[config.mk]
export PLATFORM = sky130hd
export DESIGN_NAME = dwb_write_engine
export DESIGN_NICKNAME = d
export VERILOG_FILES = /design/src/dwb_pkg.sv /design/src/dwb_fifo.sv /design/src/dwb_write_engine.sv
export VERILOG_INCLUDE_DIRS = /design/src /design/src/src
export SDC_FILE = /design/constraint.sdc
export NUM_CORES = 2
export LEC_CHECK = 0
export ABC_CLOCK_PERIOD_IN_PS = 65500
export BUFFER_PORTS_ARGS = -buffer_cell sky130_fd_sc_hd__buf_2
export CORE_MARGIN = 1
export CORE_UTILIZATION = 63
export DETAILED_ROUTE_END_ITERATION = 8
export PLACE_DENSITY = 0.77
export SYNTH_ARGS = -nofsm -noshare
export SYNTH_HDL_FRONTEND = slang
export SYNTH_SLANG_ARGS = --single-unit
[constraint.sdc]
create_clock -name clock -period 65.5 [get_ports clock]
set_input_delay 3.275 -clock clock [delete_from_list [all_inputs] [get_ports clock]]
set_output_delay 3.275 -clock clock [all_outputs]
set_load 0.005 [all_outputs]
[src/dwb_cfg.svh]
`ifndef DWB_CFG_SVH
`define DWB_CFG_SVH

// Register byte offsets
`define DWB_ADDR_MODE 8'h00
`define DWB_ADDR_LAT 8'h04
`define DWB_ADDR_TIMING 8'h08
`define DWB_ADDR_STATUS 8'h0C
`define DWB_ADDR_COUNT 8'h10

// Field positions
`define DWB_LAT_CWL_LSB 8
`define DWB_STAT_FLAG_LSB 16
`define DWB_STAT_BUSY_BIT 19
`define DWB_FLAG_WTR 0
`define DWB_FLAG_PRE 1
`define DWB_FLAG_OVF 2

// Timing, clock at 5 ns
`define DWB_CLK_PERIOD_NS 5
`define DWB_WTR_S_NS 10
`define DWB_WTR_L_NS 20
`define DWB_ACTIVATE_TO_PRECHARGE_MIN_NS 32
`define DWB_WTR_S_CYC ((`DWB_WTR_S_NS + `DWB_CLK_PERIOD_NS - 1) / `DWB_CLK_PERIOD_NS)
`define DWB_WTR_L_CYC ((`DWB_WTR_L_NS + `DWB_CLK_PERIOD_NS - 1) / `DWB_CLK_PERIOD_NS)
`define DWB_ACTIVATE_TO_PRECHARGE_MIN_CYC ((`DWB_ACTIVATE_TO_PRECHARGE_MIN_NS + `DWB_CLK_PERIOD_NS - 1) / `DWB_CLK_PERIOD_NS)

// Reset values
`define DWB_RST_MODE 2'h0
`define DWB_RST_AL 5'h00
`define DWB_RST_CWL 5'h09
`define DWB_RST_WR 8'h0C

`endif

[src/dwb_pkg.sv]
package dwb_pkg;

  typedef enum logic [1:0] {
    BL_FIXED8 = 2'b00,
    BL_OTF = 2'b01,
    BL_CHOP4 = 2'b10,
    BL_RSVD = 2'b11
  } dwb_blmode_t;

  typedef enum logic [2:0] {
    CMD_NOP = 3'b000,
    CMD_ACT = 3'b001,
    CMD_WRITE = 3'b010,
    CMD_READ = 3'b011,
    CMD_PRE = 3'b100
  } dwb_cmd_t;

  typedef enum logic {
    BS_IDLE = 1'b0,
    BS_DATA = 1'b1
  } dwb_bstate_t;

endpackage : dwb_pkg

[src/dwb_fifo.sv]
module dwb_fifo #(
  parameter int WIDTH = 32,
  parameter int DEPTH = 16
) (
  input wire logic clock,
  input wire logic rst,
  input wire logic inValid,
  output logic inReady,
  input wire logic [WIDTH-1:0] inData,
  output logic outValid,
  input wire logic outReady,
  output logic [WIDTH-1:0] outData
);
  // Depth must be a power of two so pointers wrap by themselves
  localparam int AW = $clog2(DEPTH);
  localparam int CW = AW + 1;

  logic [WIDTH-1:0] mem_q [DEPTH];
  logic [AW-1:0] wrPtr_q;
  logic [AW-1:0] rdPtr_q;
  logic [CW-1:0] count_q;
  logic outValid_q;
  logic [WIDTH-1:0] outData_q;
  logic push;
  logic load;

  assign inReady = count_q != CW'(DEPTH);
  assign push = inValid && inReady;
  // Refill the output register whenever it is empty or being drained
  assign load = (count_q != '0) && (!outValid_q || outReady);
  assign outValid = outValid_q;
  assign outData = outData_q;

  always_ff @(posedge clock) begin
    if (push) begin
      mem_q[wrPtr_q] <= inData;
    end
  end

  always_ff @(posedge clock or posedge rst) begin
    if (rst) begin
      wrPtr_q <= '0;
      rdPtr_q <= '0;
      count_q <= '0;
    end else begin
      if (push) begin
        wrPtr_q <= wrPtr_q + AW'(1);
      end
      if (load) begin
        rdPtr_q <= rdPtr_q + AW'(1);
      end
      count_q <= count_q + CW'(push) - CW'(load);
    end
  end

  always_ff @(posedge clock or posedge rst) begin
    if (rst) begin
      outValid_q <= 1'b0;
      outData_q <= '0;
    end else if (load) begin
      outValid_q <= 1'b1;
      outData_q <= mem_q[rdPtr_q];
    end else if (outReady) begin
      outValid_q <= 1'b0;
    end
  end

endmodule : dwb_fifo

[src/dwb_write_engine.sv]
`include "dwb_cfg.svh"
module dwb_write_engine #(
  parameter int DQ_W = 8,
  parameter int COL_W = 10,
  parameter int FIFO_DEPTH = 16,
  parameter int LINE_DEPTH = 64,
  localparam int WORD_W = 4 + COL_W + 2 * DQ_W
) (
  input wire logic clock,
  input wire logic rst,
  input wire logic wb_cyc_i,
  input wire logic wb_stb_i,
  input wire logic wb_we_i,
  input wire logic [7:0] wb_adr_i,
  input wire logic [3:0] wb_sel_i,
  input wire logic [31:0] wb_dat_i,
  output logic [31:0] wb_dat_o,
  output logic wb_ack_o,
  input wire logic cmdValid,
  input wire dwb_pkg::dwb_cmd_t cmdKind,
  input wire logic [1:0] cmdBankGroup,
  input wire logic [1:0] cmdBank,
  input wire logic [COL_W-1:0] cmdColumn,
  input wire logic chopSelectAddressBit,
  input wire logic autoprechargeAddressBit,
  input wire logic [2*DQ_W-1:0] writeData,
  output logic dataReady,
  output logic coreValid,
  input wire logic coreReady,
  output logic [WORD_W-1:0] coreWord,
  output logic [15:0] bankOpen
);
  import dwb_pkg::*;

  localparam int ENTRY_W = COL_W + 8;
  localparam int E_BANK = COL_W;
  localparam int E_CLOSE = COL_W + 4;
  localparam int E_FIXED = COL_W + 5;
  localparam int E_CHOP = COL_W + 6;
  localparam int E_VALID = COL_W + 7;

  dwb_blmode_t burstMode_q;
  logic [4:0] addLat_q;
  logic [4:0] colWriteLat_q;
  logic [7:0] wrRecov_q;
  logic [7:0] wtrShortSet_q;
  logic [7:0] wtrLongSet_q;
  logic [7:0] rasMin_q;
  logic [2:0] flags_q;
  logic [15:0] burstCount_q;
  logic [31:0] rdMux;
  logic [31:0] merged;
  logic wbWrite;
  logic wbStart;

  logic [ENTRY_W-1:0] line_q [LINE_DEPTH];
  logic [ENTRY_W-1:0] tap;
  logic [5:0] writeLat;
  logic [5:0] wlTap;
  logic lineBusy;
  logic lineHitsBank;

  dwb_bstate_t burstState_q;
  logic [1:0] beatIdx_q;
  logic curChop_q;
  logic curFixed_q;
  logic curClose_q;
  logic [3:0] curBank_q;
  logic [COL_W-1:0] curCol_q;
  logic fire;
  logic capture;
  logic [1:0] effIdx;
  logic effChop;
  logic effFixed;
  logic [3:0] effBank;
  logic [COL_W-1:0] effCol;
  logic storeBeat;
  logic lastBeat;
  logic lastSeen_q;
  logic [3:0] lastBank_q;
  logic lastClose_q;
  logic lastFixed_q;

  logic [7:0] recov_q [16];
  logic [7:0] ras_q [16];
  logic [15:0] closePend_q;
  logic [15:0] bankOpen_q;
  logic [15:0] autoCloseNow;
  logic [7:0] wtrS_q;
  logic [7:0] wtrL_q;
  logic [1:0] wtrGroup_q;
  logic dataReady_q;

  logic isAct;
  logic isWrite;
  logic isRead;
  logic isPre;
  logic [3:0] cmdBankId;
  logic cmdChop;
  logic writeInFlight;
  logic readEarly;
  logic preEarly;
  logic pushReady;
  logic [2:0] flagSet;
  logic [2:0] flagClr;

  function automatic logic [31:0] mergeBytes(input logic [31:0] oldV, input logic [31:0] newV,
                                             input logic [3:0] sel);
    logic [31:0] r;
    r = oldV;
    for (int i = 0; i < 4; i++) begin
      if (sel[i]) begin
        r[8*i +: 8] = newV[8*i +: 8];
      end
    end
    return r;
  endfunction : mergeBytes

  // Wishbone: ack one cycle after the strobe, write lands on the ack edge
  assign wbStart = wb_cyc_i && wb_stb_i && !wb_ack_o;
  assign wbWrite = wb_cyc_i && wb_stb_i && wb_we_i && wb_ack_o;
  assign merged = mergeBytes(rdMux, wb_dat_i, wb_sel_i);

  always_comb begin
    rdMux = 32'h0000_0000;
    case (wb_adr_i)
      `DWB_ADDR_MODE: rdMux[1:0] = burstMode_q;
      `DWB_ADDR_LAT: begin
        rdMux[4:0] = addLat_q;
        rdMux[`DWB_LAT_CWL_LSB +: 5] = colWriteLat_q;
      end
      `DWB_ADDR_TIMING: rdMux = {rasMin_q, wtrLongSet_q, wtrShortSet_q, wrRecov_q};
      `DWB_ADDR_STATUS: begin
        rdMux[15:0] = bankOpen_q;
        rdMux[`DWB_STAT_FLAG_LSB +: 3] = flags_q;
        rdMux[`DWB_STAT_BUSY_BIT] = writeInFlight;
      end
      `DWB_ADDR_COUNT: rdMux[15:0] = burstCount_q;
      default: rdMux = 32'h0000_0000;
    endcase
  end

  always_ff @(posedge clock or posedge rst) begin
    if (rst) begin
      wb_ack_o <= 1'b0;
      wb_dat_o <= 32'h0000_0000;
    end else begin
      wb_ack_o <= wbStart;
      if (wbStart) begin
        wb_dat_o <= rdMux;
      end
    end
  end

  always_ff @(posedge clock or posedge rst) begin
    if (rst) begin
      burstMode_q <= dwb_blmode_t'(`DWB_RST_MODE);
      addLat_q <= `DWB_RST_AL;
      colWriteLat_q <= `DWB_RST_CWL;
      wrRecov_q <= `DWB_RST_WR;
      wtrShortSet_q <= 8'(`DWB_WTR_S_CYC);
      wtrLongSet_q <= 8'(`DWB_WTR_L_CYC);
      rasMin_q <= 8'(`DWB_ACTIVATE_TO_PRECHARGE_MIN_CYC);
    end else if (wbWrite) begin
      case (wb_adr_i)
        `DWB_ADDR_MODE: burstMode_q <= dwb_blmode_t'(merged[1:0]);
        `DWB_ADDR_LAT: begin
          addLat_q <= merged[4:0];
          colWriteLat_q <= merged[`DWB_LAT_CWL_LSB +: 5];
        end
        `DWB_ADDR_TIMING: {rasMin_q, wtrLongSet_q, wtrShortSet_q, wrRecov_q} <= merged;
        default: ;
      endcase
    end
  end

  // Status flags are write-one-to-clear; a new event beats the clear
  assign flagClr = (wbWrite && wb_adr_i == `DWB_ADDR_STATUS && wb_sel_i[2]) ?
                   wb_dat_i[`DWB_STAT_FLAG_LSB +: 3] : 3'h0;
  assign flagSet = {storeBeat && !pushReady, preEarly, readEarly};

  always_ff @(posedge clock or posedge rst) begin
    if (rst) begin
      flags_q <= 3'h0;
    end else begin
      flags_q <= (flags_q & ~flagClr) | flagSet;
    end
  end

  assign isAct = cmdValid && cmdKind == CMD_ACT;
  assign isWrite = cmdValid && cmdKind == CMD_WRITE;
  assign isRead = cmdValid && cmdKind == CMD_READ;
  assign isPre = cmdValid && cmdKind == CMD_PRE;
  assign cmdBankId = {cmdBankGroup, cmdBank};

  always_comb begin
    unique case (burstMode_q)
      BL_CHOP4: cmdChop = 1'b1;
      BL_OTF: cmdChop = !chopSelectAddressBit;
      default: cmdChop = 1'b0;
    endcase
  end

  // Command delay line; the tap sits at write latency
  assign writeLat = 6'(addLat_q) + 6'(colWriteLat_q);
  assign wlTap = (writeLat == 6'h00) ? 6'h00 : writeLat - 6'h01;
  assign tap = line_q[wlTap];
  assign fire = tap[E_VALID];

  always_ff @(posedge clock or posedge rst) begin
    if (rst) begin
      for (int i = 0; i < LINE_DEPTH; i++) begin
        line_q[i] <= '0;
      end
    end else begin
      line_q[0] <= isWrite ? {1'b1, cmdChop, burstMode_q == BL_CHOP4, autoprechargeAddressBit,
                              cmdBankId, cmdColumn} : '0;
      for (int i = 1; i < LINE_DEPTH; i++) begin
        line_q[i] <= line_q[i-1];
      end
    end
  end

  always_comb begin
    lineBusy = 1'b0;
    lineHitsBank = 1'b0;
    // Entries past the tap were captured already and no longer count as pending
    for (int i = 0; i < LINE_DEPTH; i++) begin
      if (i <= int'(wlTap)) begin
        lineBusy = lineBusy | line_q[i][E_VALID];
        lineHitsBank = lineHitsBank |
                       (line_q[i][E_VALID] && line_q[i][E_BANK +: 4] == cmdBankId);
      end
    end
  end

  // A new burst at the tap overrides any tail still running
  assign capture = fire || burstState_q == BS_DATA;
  assign effIdx = fire ? 2'h0 : beatIdx_q;
  assign effChop = fire ? tap[E_CHOP] : curChop_q;
  assign effFixed = fire ? tap[E_FIXED] : curFixed_q;
  assign effBank = fire ? tap[E_BANK +: 4] : curBank_q;
  assign effCol = fire ? tap[COL_W-1:0] : curCol_q;
  // Chopped bursts keep the first two clocks of data only
  assign storeBeat = capture && !(effChop && effIdx[1]);
  // Per-command chop still holds the bus four clocks, fixed chop two
  assign lastBeat = capture && effIdx == (effFixed ? 2'h1 : 2'h3);

  always_ff @(posedge clock or posedge rst) begin
    if (rst) begin
      burstState_q <= BS_IDLE;
      beatIdx_q <= 2'h0;
      curChop_q <= 1'b0;
      curFixed_q <= 1'b0;
      curClose_q <= 1'b0;
      curBank_q <= 4'h0;
      curCol_q <= '0;
    end else if (capture) begin
      burstState_q <= lastBeat ? BS_IDLE : BS_DATA;
      beatIdx_q <= effIdx + 2'h1;
      if (fire) begin
        curChop_q <= tap[E_CHOP];
        curFixed_q <= tap[E_FIXED];
        curClose_q <= tap[E_CLOSE];
        curBank_q <= tap[E_BANK +: 4];
        curCol_q <= tap[COL_W-1:0];
      end
    end
  end

  always_ff @(posedge clock or posedge rst) begin
    if (rst) begin
      lastSeen_q <= 1'b0;
      lastBank_q <= 4'h0;
      lastClose_q <= 1'b0;
      lastFixed_q <= 1'b0;
      burstCount_q <= 16'h0000;
    end else begin
      lastSeen_q <= lastBeat;
      if (lastBeat) begin
        lastBank_q <= effBank;
        lastClose_q <= fire ? tap[E_CLOSE] : curClose_q;
        lastFixed_q <= effFixed;
      end
      if (lastSeen_q) begin
        burstCount_q <= burstCount_q + 16'h0001;
      end
    end
  end

  dwb_fifo #(
    .WIDTH(WORD_W),
    .DEPTH(FIFO_DEPTH)
  ) u_fifo (
    .clock(clock),
    .rst(rst),
    .inValid(storeBeat),
    .inReady(pushReady),
    .inData({effBank, effCol + COL_W'({effIdx, 1'b0}), writeData}),
    .outValid(coreValid),
    .outReady(coreReady),
    .outData(coreWord)
  );

  // Recovery and write-to-read load one edge after the edge that captures the last data
  always_ff @(posedge clock or posedge rst) begin
    if (rst) begin
      wtrS_q <= 8'h00;
      wtrL_q <= 8'h00;
      wtrGroup_q <= 2'h0;
    end else if (lastSeen_q) begin
      wtrS_q <= wtrShortSet_q;
      wtrL_q <= wtrLongSet_q;
      wtrGroup_q <= lastBank_q[3:2];
    end else begin
      wtrS_q <= (wtrS_q != 8'h00) ? wtrS_q - 8'h01 : 8'h00;
      wtrL_q <= (wtrL_q != 8'h00) ? wtrL_q - 8'h01 : 8'h00;
    end
  end

  always_ff @(posedge clock or posedge rst) begin
    if (rst) begin
      for (int b = 0; b < 16; b++) begin
        recov_q[b] <= 8'h00;
        ras_q[b] <= 8'h00;
      end
    end else begin
      for (int b = 0; b < 16; b++) begin
        if (lastSeen_q && lastBank_q == 4'(b)) begin
          recov_q[b] <= wrRecov_q;
        end else if (recov_q[b] != 8'h00) begin
          recov_q[b] <= recov_q[b] - 8'h01;
        end
        if (isAct && cmdBankId == 4'(b)) begin
          ras_q[b] <= rasMin_q;
        end else if (ras_q[b] != 8'h00) begin
          ras_q[b] <= ras_q[b] - 8'h01;
        end
      end
    end
  end

  // Internal close waits for recovery and the activate-to-precharge minimum
  always_comb begin
    for (int b = 0; b < 16; b++) begin
      autoCloseNow[b] = closePend_q[b] && recov_q[b] < 8'h02 && ras_q[b] < 8'h02 &&
                        !(lastSeen_q && lastBank_q == 4'(b));
    end
  end

  always_ff @(posedge clock or posedge rst) begin
    if (rst) begin
      closePend_q <= 16'h0000;
      bankOpen_q <= 16'h0000;
    end else begin
      for (int b = 0; b < 16; b++) begin
        if (lastSeen_q && lastClose_q && lastBank_q == 4'(b)) begin
          closePend_q[b] <= 1'b1;
        end else if (autoCloseNow[b] || (isPre && cmdBankId == 4'(b))) begin
          closePend_q[b] <= 1'b0;
        end
        if (isAct && cmdBankId == 4'(b)) begin
          bankOpen_q[b] <= 1'b1;
        end else if (autoCloseNow[b] || (isPre && cmdBankId == 4'(b))) begin
          bankOpen_q[b] <= 1'b0;
        end
      end
    end
  end

  // Controller spacing is its own duty; breaches are only recorded
  assign writeInFlight = lineBusy || burstState_q == BS_DATA || lastSeen_q;
  // A counter at one expires on this very edge, so a command here is already legal
  assign readEarly = isRead && (writeInFlight ||
                     (cmdBankGroup == wtrGroup_q ? wtrL_q > 8'h01 : wtrS_q > 8'h01));
  assign preEarly = isPre && (recov_q[cmdBankId] > 8'h01 || ras_q[cmdBankId] > 8'h01 ||
                    lineHitsBank || (burstState_q == BS_DATA && curBank_q == cmdBankId) ||
                    (lastSeen_q && lastBank_q == cmdBankId));

  always_ff @(posedge clock or posedge rst) begin
    if (rst) begin
      dataReady_q <= 1'b0;
    end else begin
      dataReady_q <= pushReady;
    end
  end

  assign dataReady = dataReady_q;
  assign bankOpen = bankOpen_q;

endmodule : dwb_write_engine

==> flow_summary.yaml <==
synthesis:
  ys_seq_area_share_pct: 63.7
  yosysTopAreaCell: "dfrtp_1"
  synth_edf_count: 480
  yosys_warnings: 0
  synthCells: 6763
  ys.flop_type: "dfrtp_1"
  synthSimpleGateAreaFrac_pct: 10.7
  synth_xor_xnor_area_share_pct: 4.65
  synth_top_family_by_area: "simple AND/OR/NAND/NOR gates"
  yosys-top-cells-area: "dfrtp_1, edfxtp_1, mux4_2"
  async_flop_share_pct: 77.2
  syn_area_mm2: 0.0865
  yosysMostFrequentCell: "dfrtp_1"
  yosys-top-cells-count: "dfrtp_1, nand2_1, edfxtp_1"
  synth-seq-cells: 2105
  synth-adder-area-share_pct: 0.951
  syn_avg_cell_area_um2: 12.8
  synth_top_area_share_pct: 46.7
  synth_cell_types: 107
  muxShareOfSynthArea_pct: 9.40
  syn_nets: 6913
  synth_compound_area_share_pct: 8.27
final_layout:
  num-nets-final: 7020
  fillCellCount: 8859
  drive_gt1_share_pct: 14.5
  multiInputGateArea_mm2: 0.0296
  regArea_mm2: 0.0551
  postLayoutCellArea_mm2: 0.0961
  area_delta_synth_final_pct: 11.0
clock_network:
  post_cts_buffers: 0
  cts_tree: "built"
  path_clk_slew_ns: 0.06
  cts-resized-gates: 0
  clk_latency_ns: 0.86
  cts_buffer_depth: 3
  cts-hold-fix-buffers: 0
  numCtsBuffers: 200
  cts-root-buf: "clkbuf_16"
  cts_htree_levels: 4
  clock-sinks: 2105
global_routing:
  grt_max_degree: 186
  grt_pass1_wl_um: 366000
  grt_pass1_vias: 58700
  overflow: 0
  grt_usage_pct: 35.0
  antenna_found_initial: 12
sta:
  fin_ws_ns: 56.54
  max_freq_ghz: 0.112
  slew_headroom_pct: 4.85
  setup_viol: 0
  worstMarginPinSlew_ns: 1.42
  slew_violations: 0
  whs_ns: 0.363
  fin_crit_ns: 8.96
  fin_worst_skew_ns: 0.0300
  period_share_pct: 13.7
  finalHoldViolCount: 0
  rsz0062_at_grt: "false"
  tns_ns: 0
setup_path:
  slowest_stage: "xnor2_1"
  path_cells: "ha_4 > inv_1 > ha_4 > clkinv_1 > o31ai_4 > buf_4 > buf_4 > a211oi_1 > a31oi_1 > a22oi_1 > a31oi_1 > nor4_1 > buf_4 > a21oi_1 > ha_1 > inv_1 > fa_1 > inv_1 > o2111ai_1 > xnor2_1"
  critPathKind: "flip-flop to flip-flop"
  worst_setup_path_start_kind: "flip-flop"
  critPathMaxStageDelay_ns: 0.87
  cp-end-kind: "flip-flop"
  cp.required_ns: 66.00
  cp_data_arrival_time_ns: 9.46
  cp_max_fo: 73
min_path:
  hold_path_class: "flip-flop to flip-flop"
die:
  row_count: 135
  pin_count: 167
  die_area_mm2: 0.139
  die_h_um: 373
  start_util_pct: 63.7
  core-area_mm2: 0.136
  die_width_um: 373
detailed_routing:
  drtAntennaViolNets: 0
  first_iter_violations: 6941
  routedWlPerCell_um: 27.3
  routed-via-count: 58300
  viasPerCell: 6.60
  drt_pre_antenna_iters: 6
  remaining_drc_errors: 0
  routed_wl_um: 241000
place:
  place_congestion: 0.966
  io_buffers: 166
  placed_area_mm2: 0.0891
  dp_hpwl_um: 146000
  pre_cts_slack_ns: 56.82
run:
  drv_cap: 0
run_status:
  status: "finished, final reports clean"
power_and_ir_drop:
  vdd_drop_max_mv: 0.0294
  cellLeakagePower_nw: 40.7
  power.density_mw_per_mm2: 36.8
## metal layers
| metal | vias to the layer above | wire length, um | track usage [%] |
|---|---|---|---|
| met3 | 648 | 24600 | 9.01 |
| met1 | 29700 | 94600 | 48.7 |
| met5 | - | 433 | 0 |
| met2 | 3220 | 111000 | 53.3 |
| li1 | 24700 | - | - |
| met4 | 14 | 10100 | 13.6 |
## worst paths after layout
kind,from,endpoint,slack [ns],cells past startpoint
worst max-delay path,addLat_q[0],u_fifo.mem_q[9][25],56.54,20
worst min-delay path,line_q[583],line_q[565],0.36,0
worst max register to register,addLat_q[0],u_fifo.mem_q[9][25],56.54,20
worst min register to register,line_q[583],line_q[565],0.36,0
max in group asynchronous,rst,bankOpen[13],58.83,6
min in group asynchronous,rst,line_q[34],2.57,2
## final cells by class
cell class                 count  area share (%)
tap                         1781            2.32
multi-input combinational   4153            30.8
timing repair buffer         262            1.66
clock inverter                85            1.24
antenna                        7          0.0182
sequential                  2105            57.3
clock buffer                 289            6.06
inverter                     148           0.586
## kinds of logic (layout without fill, tap and decap cells)
| kind of cell | count (synthesis) | after routing |
|---|---|---|
| xor gates and xnor gates | 447 | 447 |
| adders and majority gates | 64 | 64 |
| muxes | 538 | 538 |
| and+or+nand+nor | 1980 | 1980 |
| other | 0 | 7 |
| AOI/OAI and AO/OA | 1124 | 1124 |
| buffers and inverters | 505 | 784 |
| DFF | 2105 | 2105 |
## cell usage in the layout, fill, tap and decap left out, drive strengths merged, types with 49 or more instances in the layout
cell    synthesis  layout
a211oi         75      75
a21oi         349     349
a31oi         108     108
and3           51      51
buf           167     262
clkbuf        190     289
clkinv          2      51
dfrtp        1616    1616
edfxtp        480     480
ha             61      61
inv           146     152
mux2          141     141
mux2i         192     192
mux4          205     205
nand2         794     794
nand3         214     214
nand4          62      62
nor2          354     354
nor2b          53      53
nor3          189     189
nor4          110     110
o21ai         245     245
o22ai          49      49
xnor2         236     236
xor2          207     207
## state kept, by name, summed over array words and instances (netlist names), 5 cells and up
register        flops
addLat_q            5
bankOpen           16
burstCount_q       16
closePend_q        16
colWriteLat_q       5
curCol_q           10
line_q           1152
rasMin_q            8
ras_q             128
recov_q           128
u_fifo.count_q      5
u_fifo.mem_q      480
u_fifo.outData     30
wb_dat_o           32
wrRecov_q           8
wtrL_q              8
wtrLongSet_q        8
wtrS_q              8
wtrShortSet_q       8
## where the power goes
part	internal, mW	switching [mW]
clock network	0.712	0.518
registers	1.49	0.157
logic	0.310	0.343
## worst max-delay path, delay by kind of cell, from the launching register on
kind,cells,cell delay (ns)
buf+inv,7,3.12
fa+ha+maj,4,2.29
compound gates,7,1.60
xor+xnor,1,0.87
flops,1,0.43
simple gates,1,0.13
## per-stage QoR
stage	total power, mW	util (%)	cells
2_1_floorplan	2.12	-	6763
3_3_place_gp	2.27	65.6	8449
3_5_place_dp	2.31	65.6	8449
4_1_cts	3.54	70.7	8823
5_1_grt	3.67	70.7	8824
6_report	3.53	70.8	8830
(Power assumes the default switching activity.)
